[src/rtl/dpw_map.svh]
// Purpose: offsets, widths, resets and timing counts for the wiper block
// Assumes: ref_clk at 200 MHz
// Notes: definitions only
`ifndef DPW_MAP_SVH
`define DPW_MAP_SVH

`define DPW_POS_W 10
`define DPW_POS_MAX 10'h3ff
`define DPW_POS_MIN 10'h000
`define DPW_NV_RESET 10'h200
`define DPW_FRAME_LONG 5'h18
`define DPW_FRAME_SHORT 5'h08
`define DPW_CNT_MAX 5'h1f
`define DPW_CMD_HI_BIT 21
`define DPW_CMD_LO_BIT 20
`define DPW_POS_TOP 15
`define DPW_POS_BOT 6
`define DPW_SHORT_HI_BIT 5
`define DPW_SHORT_LO_BIT 4
`define DPW_STORE_MS 12
`define DPW_CLK_MHZ 200
`define DPW_STORE_CYC (`DPW_STORE_MS * 1000 * `DPW_CLK_MHZ)

`endif

[src/rtl/dpw_pkg.sv]
// Purpose: types for the wiper block
// Assumes: nothing
// Notes: command codes and control states
package dpw_pkg;

  typedef enum logic [1:0]
  {
    DPW_CMD_WRITE = 2'h0,
    DPW_CMD_RSVD = 2'h1,
    DPW_CMD_SAVE = 2'h2,
    DPW_CMD_LOAD = 2'h3
  } dpw_cmd_e;

  // gray order: boot -> idle -> busy
  typedef enum logic [1:0]
  {
    DPW_ST_BOOT = 2'h0,
    DPW_ST_IDLE = 2'h1,
    DPW_ST_BUSY = 2'h3
  } dpw_state_e;

  typedef struct packed
  {
    logic [2:0] csSync;
    logic [2:0] clkSync;
    logic [2:0] dinSync;
    logic csStable;
    logic clkStable;
    logic dinStable;
    logic [23:0] shift;
    logic [4:0] bitCnt;
    logic [9:0] wiper;
    logic [9:0] store;
    logic [31:0] busyCnt;
    dpw_state_e state;
  } dpw_state_s;

endpackage : dpw_pkg

[src/rtl/dpw_wiper_ctrl.sv]
// Purpose: wiper position control behind a serial or up/down port
// Assumes: host pins are asynchronous to ref_clk
// Notes: the persistent store is a register that reset leaves alone,
//   so it stays unknown in simulation until the first store
//   each pin level except interfaceSelect must be sampled on two ref_clk edges in a row to be seen
//   all pins are ignored for the whole store time
//   frames of other lengths than 8 or 24 clocks are dropped
//
// Behaviour
// select pin picks serial or stepping port
// step falling edge moves by direction
// steps only while chip select low
// wiper is a ten bit position
// zero is low end, 1023 high end
// serial data shifts on clock rise
// serial port is receive only
// host sends write frames of 24 clocks
// copy frames are 8 or 24 clocks
// chip select rise executes command
// host keeps chip select low whole frame
// fixed frame bit layout, msb first
// write changes volatile wiper only
// power up loads stored position
// save copies wiper, busy 12 ms
// load copies store into wiper
// stepping deselect with step high stores
// stepping port enabled by chip select low
// stepping saturates at both ends
`include "dpw_map.svh"

module dpw_wiper_ctrl
  import dpw_pkg::*;
#(
  parameter int unsigned STORE_CYCLES = `DPW_STORE_CYC
)
(
  // clock and reset
  input wire logic ref_clk,
  input wire logic reset,
  input wire logic clkEn,
  // host pins
  input wire logic interfaceSelect,
  input wire logic chipSelectN,
  input wire logic serialClk,
  input wire logic serialDin,
  // wiper and status
  output logic [9:0] wiperPos,
  output logic [9:0] persistentStore,
  output logic storeBusy
);

  dpw_state_s st_q;
  dpw_state_s st_d;

  ////////////////////////////////////////////////////////////////////////////
  // edge detection helpers
  logic csRise;
  logic clkRise;
  logic clkFall;
  logic csSettled;
  logic clkSettled;
  logic dinSettled;
  logic bitTake;
  logic stepEdge;
  logic stepStore;
  logic atTop;
  logic atBottom;
  logic frameLong;
  logic frameShort;
  logic [9:0] framePos;
  dpw_cmd_e cmdLong;
  dpw_cmd_e cmdShort;
  dpw_cmd_e cmd;

  // a level counts once sync stages two and three agree
  assign csSettled = (st_q.csSync[1] == st_q.csSync[2]) ?
                     st_q.csSync[2] : st_q.csStable;
  assign clkSettled = (st_q.clkSync[1] == st_q.clkSync[2]) ?
                      st_q.clkSync[2] : st_q.clkStable;
  assign dinSettled = (st_q.dinSync[1] == st_q.dinSync[2]) ?
                      st_q.dinSync[2] : st_q.dinStable;
  assign csRise = csSettled & ~st_q.csStable;
  assign clkRise = clkSettled & ~st_q.clkStable;
  assign clkFall = ~clkSettled & st_q.clkStable;

  ////////////////////////////////////////////////////////////////////////////
  // serial frame decode, used in the cycle chip select rises

  // a bit is taken on a settled clock rise; the count stops at its top
  assign bitTake = ~csSettled & clkRise &
                   (st_q.bitCnt != `DPW_CNT_MAX);

  // only two lengths carry a command; anything else is dropped
  assign frameLong = (st_q.bitCnt == `DPW_FRAME_LONG);
  assign frameShort = (st_q.bitCnt == `DPW_FRAME_SHORT);

  // command bits sit at fixed clock positions from the first bit
  assign cmdLong = dpw_cmd_e'({st_q.shift[`DPW_CMD_HI_BIT],
                               st_q.shift[`DPW_CMD_LO_BIT]});
  assign cmdShort = dpw_cmd_e'({st_q.shift[`DPW_SHORT_HI_BIT],
                                st_q.shift[`DPW_SHORT_LO_BIT]});

  // position field, msb first; the trailing bits are don't care
  assign framePos = st_q.shift[`DPW_POS_TOP:`DPW_POS_BOT];

  // command choice; a short write is refused, its data never came
  always_comb
  begin
    cmd = DPW_CMD_RSVD;
    if (frameLong)
    begin
      cmd = cmdLong;
    end
    else if (frameShort && cmdShort != DPW_CMD_WRITE)
    begin
      cmd = cmdShort;
    end
  end

  ////////////////////////////////////////////////////////////////////////////
  // stepping decode

  // a settled fall of the step pin counts only with chip select low
  assign stepEdge = ~csSettled & clkFall;
  // chip select rising while the step pin is high asks for a store
  assign stepStore = csRise & clkSettled;
  // end stops, so the counter saturates instead of wrapping
  assign atTop = (st_q.wiper == `DPW_POS_MAX);
  assign atBottom = (st_q.wiper == `DPW_POS_MIN);

  ////////////////////////////////////////////////////////////////////////////
  // next state
  always_comb
  begin
    st_d = st_q;
    st_d.csSync = {st_q.csSync[1:0], chipSelectN};
    st_d.clkSync = {st_q.clkSync[1:0], serialClk};
    st_d.dinSync = {st_q.dinSync[1:0], serialDin};
    st_d.csStable = csSettled;
    st_d.clkStable = clkSettled;
    st_d.dinStable = dinSettled;
    case (st_q.state)
      DPW_ST_BOOT:
      begin
        st_d.wiper = st_q.store;
        st_d.state = DPW_ST_IDLE;
      end
      DPW_ST_BUSY:
      begin
        // store write in progress; host pins ignored
        if (st_q.busyCnt >= STORE_CYCLES - 1)
        begin
          st_d.state = DPW_ST_IDLE;
        end
        st_d.busyCnt = st_q.busyCnt + 32'h1;
        st_d.bitCnt = 5'h00;
      end
      DPW_ST_IDLE:
      begin
        if (interfaceSelect)
        begin
          // serial port: no output pin exists R7
          if (bitTake)
          begin
            st_d.shift = {st_q.shift[22:0], dinSettled};
            st_d.bitCnt = st_q.bitCnt + 5'h01;
          end
          if (csSettled)
          begin
            st_d.bitCnt = 5'h00;
          end
          if (csRise)
          begin
            // decode on chip select rise
            case (cmd)
              DPW_CMD_WRITE:
              begin
                // volatile only; R5 code maps straight to tap
                st_d.wiper = framePos;
              end
              DPW_CMD_SAVE:
              begin
                st_d.store = st_q.wiper;
                st_d.busyCnt = 32'h0;
                st_d.state = DPW_ST_BUSY;
              end
              DPW_CMD_LOAD:
              begin
                st_d.wiper = st_q.store;
              end
              default:
              begin
                st_d.wiper = st_q.wiper; // bad length or code ignored
              end
            endcase
          end
        end
        else
        begin
          st_d.bitCnt = 5'h00;
          // stepping active only with chip select low
          if (stepEdge)
          begin
            if (dinSettled && !atTop)
            begin
              st_d.wiper = st_q.wiper + 10'h001;
            end
            else if (!dinSettled && !atBottom)
            begin
              st_d.wiper = st_q.wiper - 10'h001;
            end
          end
          if (stepStore)
          begin
            st_d.store = st_q.wiper;
            st_d.busyCnt = 32'h0;
            st_d.state = DPW_ST_BUSY;
          end
        end
      end
      default:
      begin
        st_d.state = DPW_ST_BOOT;
      end
    endcase
  end

  ////////////////////////////////////////////////////////////////////////////
  // state register; store keeps its value across reset like real memory
  always_ff @(posedge ref_clk)
  begin
    if (reset)
    begin
      // sync stages start at the pin idle levels: no false edge
      st_q.csSync <= 3'h7;
      st_q.clkSync <= 3'h0;
      st_q.dinSync <= 3'h0;
      st_q.csStable <= 1'h1;
      st_q.clkStable <= 1'h0;
      st_q.dinStable <= 1'h0;
      st_q.shift <= 24'h000000;
      st_q.bitCnt <= 5'h00;
      // midscale until the boot state copies the store in
      st_q.wiper <= `DPW_NV_RESET;
      st_q.busyCnt <= 32'h0;
      st_q.state <= DPW_ST_BOOT;
      // store left out on purpose: it must survive reset
    end
    else if (clkEn)
    begin
      st_q.csSync <= st_d.csSync;
      st_q.clkSync <= st_d.clkSync;
      st_q.dinSync <= st_d.dinSync;
      st_q.csStable <= st_d.csStable;
      st_q.clkStable <= st_d.clkStable;
      st_q.dinStable <= st_d.dinStable;
      st_q.shift <= st_d.shift;
      st_q.bitCnt <= st_d.bitCnt;
      st_q.wiper <= st_d.wiper;
      st_q.busyCnt <= st_d.busyCnt;
      st_q.state <= st_d.state;
      // the store only moves when a save or a step store asks
      st_q.store <= st_d.store;
    end
  end

  ////////////////////////////////////////////////////////////////////////////
  // outputs
  assign wiperPos = st_q.wiper;
  assign persistentStore = st_q.store;
  assign storeBusy = (st_q.state == DPW_ST_BUSY);

endmodule : dpw_wiper_ctrl
[config.mk]
export PLATFORM = sky130hd
export DESIGN_NAME = dpw_wiper_ctrl
export DESIGN_NICKNAME = d
export VERILOG_FILES = /design/src/rtl/dpw_pkg.sv /design/src/rtl/dpw_wiper_ctrl.sv
export VERILOG_INCLUDE_DIRS = /design/src /design/src/rtl
export SDC_FILE = /design/constraint.sdc
export NUM_CORES = 1
export LEC_CHECK = 0
export BUFFER_PORTS_ARGS = -buffer_cell sky130_fd_sc_hd__clkbuf_2
export CORE_ASPECT_RATIO = 1.2
export CORE_MARGIN = 2
export CORE_UTILIZATION = 43
export DETAILED_ROUTE_END_ITERATION = 6
export SLEW_MARGIN = 25
export SYNTH_ARGS = -nofsm -noshare
export SYNTH_HDL_FRONTEND = slang
export SYNTH_SLANG_ARGS = --single-unit
[constraint.sdc]
create_clock -name ref_clk -period 5.6 [get_ports ref_clk]
set_clock_uncertainty 0.05 [all_clocks]
set_input_delay 1.12 -clock ref_clk [delete_from_list [all_inputs] [get_ports ref_clk]]
set_output_delay 1.12 -clock ref_clk [all_outputs]
set_load 0.05 [all_outputs]
==> flow_summary.toml, run 1 <==
[outcome]
outcome = "complete, no violations"

[setup_path]
arrival_ns = 3.51
cp_data_required_time_ns = 5.79
end_kind = "register"
critical_path_class = "register to register"
critPathMaxFanout = 8
crit_path_start_kind = "register"

[sta]
hold_violations = 0
worst_pin_slew_ns = 0.957
fmax_ghz = 0.301
finalSetupTns_ns = 0
relSlewSlack_pct = 36.2
setup_viol = 0
fin_crit_sh_pct = 59.3
rsz0062_at_grt = "false"
finalCriticalPeriod_ns = 3.32
timing.final.ws_setup_ns = 2.28
finalMaxSlewViolations = 0

[drt]
firstDrtPassIters = 4
totalWireLength_um = 11900
viasPerCell = 5.69
vias = 4215
drc = 0
drtIter0Drc = 150
postRouteAntennaNets = 0
wl_per_cell_um = 16.0

[placed_design]
port_buffers = 27
place_inst = 725
dp_hpwl_um = 8220
gp_congestion = 0.873
place_ws_ns = 2.02

[global_route]
grt_pass1_vias = 3943
overflow = 0
grt_max_degree = 49
antenna_found_initial = 0
grt_pass1_wl_um = 19800
grt.total_usage_pct = 20.3

[finish]
layout.area.seq_sq_um = 1960
fin_nets = 602
fill_cells = 1095
layout_common_cells = "nand2_1, dfxtp_1, a21oi_1, nor2_1, o21ai_0"
final-instance-count-excl-fill = 741
n_antenna_cell = 0
utilization_pct = 48.0
multi_input_area_sq_um = 2660
mostFrequentLayoutCell = "nand2_1"
drive_gt1_share_pct = 10.1
syn2layout_area_growth_pct = 7.73

[die]
initial_core_util_pct = 44.5
die-area_sq_um = 12400
die_w_um = 102
ios = 28
core_area_sq_um = 11100
die_h_um = 121
num_rows = 42

[clocking]
root_buffer = "clkbuf_16"
post_cts_resized = 0
htree_levels = 3
cts_setup_buffers = 0
holdBufCountCts = 0
clock_sinks = 93
clk_pin_slew_worst_paths_ns = 0.07
cts_tree = "yes"
worstSkewPairLatency_ns = 0.34
cts-buffers-inserted = 9
cts_buffer_depth = 2

[power]
ir_drop_mv = 0.147
power_mw = 1.41
leakagePower_nw = 1.81
p_per_area_nw_per_um2 = 265

[logic_synthesis]
synth_cell_type_count = 68
ys_warn_count = 0
syn_inst = 589
synth-seq-cells = 93
syn_nets = 609
synth_edf_count = 10
synthArstFlopShare_pct = 0
synth_area_sq_um = 4940
syn_area_per_cell_sq_um = 8.38
seq_area_frac_synth_pct = 39.7
ys.flop_type = "dfxtp_1"

[hold_path]
hold_class = "register to register"

[flow_run]
timing.max_cap.violations = 0
cells by family after synthesis:
family	after synthesis	synth area share, %
simple gates	222	22.5
compound gates	161	21.1
flops	93	39.7
buf+inv	68	6.84
mux	21	4.28
fa+ha+maj	15	3.85
xor+xnor	9	1.60
worst paths after layout:
kind         startpoint     endpoint  slack (ns)  cells past startpoint
max            st_d[88]  wiperPos[9]        2.28                     10
min            st_q[76]     st_q[77]        0.40                      2
max reg2reg    st_d[88]  wiperPos[9]        2.28                     10
min reg2reg    st_q[76]     st_q[77]        0.40                      2
report_power, final:
group / total (mW) / switching, mW / internal, mW
Clock: 0.560 / 0.260 / 0.300
Sequential: 0.697 / 0.0155 / 0.682
Combinational: 0.153 / 0.0987 / 0.0545
Total: 1.41 / 0.374 / 1.04
per-stage QoR:
step	hold WS, ns	cell area (sq um)
after global routing	0.410	5320
after CTS	0.402	5320
after detailed placement	0.392	5050
after floorplan	0.382	4940
after global placement	0.387	5040
final	0.401	5320
layer usage:
layer	global-route usage, %	routed length [um]	vias to the layer above
li1	-	-	2126
met1	24.7	5250	2007
met2	34.7	6080	66
met3	3.51	310	16
met4	8.78	246	0
met5	0	0	-
cell usage after synthesis, drive strengths merged (6+ instances only):
cell    count  area (sq um)
ha         12           150
nand4       7          43.8
nor4       11          68.8
a21oi      60           300
a211oi      6          45.0
o31ai       9          67.6
edfxtp     10           300
clkbuf     27           101
inv        18          67.6
or4         9          67.6
nand2b     18           113
o41ai       6          52.6
o21ai      30           150
or3        12          75.1
nand3      17          85.1
nor2       32           120
mux2i      20           200
dfxtp      83          1660
buf        23           169
and3        9          56.3
o311ai      8          70.1
nand2      85           319
state kept, by name, summed over array words and instances, names as in the netlist:
register / flops
st_d: 6
wiperPos: 10
st_q: 53
cmdShort: 2
cmdLong: 2
persistentStore: 10
framePos: 10
worst max-delay path: stages, from the launching register on:
cell and delay (ns):
dfxtp_1 0.36, maj3_1 0.26, a21boi_0 0.44, inv_1 0.29, ha_1 0.40, a2111oi_0 0.35
o21ai_0 0.18, a41oi_1 0.27, xor2_1 0.21, a221oi_1 0.11, a211o_1 0.29
final cells by class:
type | instances | share of cell area [%]
Tap cell | 154 | 3.62
Inverter | 18 | 1.27
Sequential cell | 93 | 36.9
Clock inverter | 6 | 0.729
Clock buffer | 10 | 4.31
Multi-Input combinational cell | 428 | 49.9
Timing Repair Buffer | 32 | 3.25
No activity file was read; power rests on OpenSTA's default activity.
==> run 2: changes to the inputs <==
--- a/config.mk
+++ b/config.mk
@@ -6,6 +6,7 @@
 export SDC_FILE = /design/constraint.sdc
 export NUM_CORES = 1
 export LEC_CHECK = 0
+export ABC_AREA = 1
 export BUFFER_PORTS_ARGS = -buffer_cell sky130_fd_sc_hd__clkbuf_2
 export CORE_ASPECT_RATIO = 1.2
 export CORE_MARGIN = 2
==> constraint.sdc (replaced) <==
create_clock -name ref_clk -period 3.45 [get_ports ref_clk]
set_clock_uncertainty 0.05 [all_clocks]
set_input_delay 0.69 -clock ref_clk [delete_from_list [all_inputs] [get_ports ref_clk]]
set_output_delay 0.69 -clock ref_clk [all_outputs]
set_load 0.05 [all_outputs]
==> flow_summary.toml, run 2 <==
[outcome]
outcome = "complete, no violations"

[global_route]
grt_pass1_wl_um = 24000
grt_max_degree = 62
grt.total_usage_pct = 21.5
overflow = 0
grt_pass1_vias = 4945
antenna_found_initial = 0

[setup_path]
r2r_slack_ns = 0.69
r2r_end = "wiperPos[8]"
r2r_start = "wiperPos[7]"
ff2ff_path_depth = 14
end_kind = "register"
critPathMaxFanout = 12
arrival_ns = 2.92
crit_path_start_kind = "register"
cp_data_required_time_ns = 3.61
critical_path_class = "register to register"

[drt]
drtIter0Drc = 289
wl_per_cell_um = 13.8
totalWireLength_um = 14600
vias = 5311
viasPerCell = 5.03
postRouteAntennaNets = 0
drc = 0
firstDrtPassIters = 6

[die]
die_w_um = 110
die-area_sq_um = 14400
die_h_um = 131
initial_core_util_pct = 43.8
ios = 28
num_rows = 46
core_area_sq_um = 13200

[sta]
finalCriticalPeriod_ns = 2.76
fin_hold_ws_ns = 0.411
setup_viol = 0
fmax_ghz = 0.362
fin_crit_sh_pct = 80.1
relSlewSlack_pct = 51.2
finalSetupTns_ns = 0
hold_violations = 0
finalMaxSlewViolations = 0
worst_pin_slew_ns = 0.733
rsz0062_at_grt = "false"

[clocking]
clk_pin_slew_worst_paths_ns = 0.07
root_buffer = "clkbuf_16"
clock_sinks = 93
htree_levels = 3
cts_buffer_depth = 2
cts_tree = "yes"
holdBufCountCts = 0
post_cts_resized = 0
cts-buffers-inserted = 9
cts_setup_buffers = 0
worstSkewPairLatency_ns = 0.36

[logic_synthesis]
synth_cell_type_count = 37
synth_edf_count = 10
netlist.area_leader.share_pct = 28.8
syn_nets = 907
seq_area_frac_synth_pct = 34.0
synth_top_cells_by_count = "nand2_1, nor2_1, inv_1, dfxtp_1, nand3_1"
synthArstFlopShare_pct = 0
synthTopCellsByArea = "dfxtp_1, nand2_1, nor2_1"
synth-seq-cells = 93
ys.flop_type = "dfxtp_1"
syn_inst = 887
ys_warn_count = 0
synth_area_sq_um = 5770
synth_top_cell_by_area = "dfxtp_1"
synth_most_common_cell = "nand2_1"
syn_area_per_cell_sq_um = 6.51

[finish]
top_register = "st_q"
drive_gt1_share_pct = 9.35
largest_reg_flops = 53
final-instance-count-excl-fill = 1056
fin_nets = 903
utilization_pct = 47.1
syn2layout_area_growth_pct = 7.52
fin_area_sq_um = 6200
n_antenna_cell = 0
layout_common_cells = "nand2_1, nor2_1, inv_1, dfxtp_1, nand3_1"
mostFrequentLayoutCell = "nand2_1"

[hold_path]
holdPathStages = 2
hold_path_end = "st_d[93]"
hp-start = "st_d[93]"
hold_class = "register to register"

[placed_design]
place_inst = 1040
gp_congestion = 0.914
port_buffers = 27
dp_hpwl_um = 10400
postPlaceCellArea_sq_um = 5870

[power]
leakagePower_nw = 2.49
ir_drop_mv = 0.241
p_per_area_nw_per_um2 = 453

[flow_run]
timing.max_cap.violations = 0
-- run 2: metrics by stage --
stage	setup slack (ns)	power, mW
3_5_place_dp	0.723	1.71
5_1_grt	0.328	2.95
3_3_place_gp	0.796	1.72
4_1_cts	0.701	2.83
6_report	0.687	2.81
2_1_floorplan	0.923	1.62
-- run 2: kinds of logic after synthesis --
| kind of cell | share of synthesized area [%] |
|---|---|
| AND/OR/NAND/NOR | 37.1 |
| buffers and inverters | 11.9 |
| AO/OA/AOI/OAI | 11.0 |
| flip-flops | 34.0 |
| XOR/XNOR | 3.04 |
| adder cells (fa/ha/maj) | 2.95 |
-- run 2: power by group --
group          internal, mW  switching (mW)  total (mW)
sequential             1.13          0.0427        1.17
combinational         0.155           0.366       0.520
clock                 0.669           0.452        1.12
total                  1.95           0.860        2.81
-- run 2: worst max path at each step --
stage	endpoint	slack [ns]	start	cells past startpoint
after floorplan	persistentStore[0]	0.92	reset	5
after global placement	wiperPos[8]	0.80	wiperPos[7]	14
after detailed placement	wiperPos[8]	0.72	wiperPos[7]	14
after CTS	wiperPos[8]	0.70	wiperPos[7]	14
after global routing	wiperPos[8]	0.33	wiperPos[0]	14
final	wiperPos[8]	0.69	wiperPos[7]	14
-- run 2: per-layer routing --
metal / routed length [um] / global-route usage [%] / part of all wire, %
met1: 6470 / 26.2 / 44
met2: 7210 / 36.8 / 50
met3: 425 / 3.27 / 2.9
met4: 445 / 10.5 / 3.1
met5: 0 / 0 / 0
-- run 2: critical path, cell delays in order (launching register included) --
cell and delay, ns:
dfxtp_1 0.44, nand2_1 0.08, nor2_1 0.15, nand3b_1 0.09, nand2_1 0.38, inv_1 0.11, fa_1 0.41, o21ai_0 0.38
nand2_1 0.13, nand2_1 0.08, nand2_1 0.04, nand3_1 0.06, nand3_1 0.08, nand2_1 0.08, a21oi_1 0.05
-- run 2: cell type report --
cell class | count | area, sq um
Inverter | 94 | 353
Timing Repair Buffer | 38 | 218
Clock inverter | 4 | 48.8
Clock buffer | 12 | 289
Sequential cell | 93 | 1960
Tap cell | 168 | 210
Multi-Input combinational cell | 647 | 3120
Fill cell | 1401 | 6980
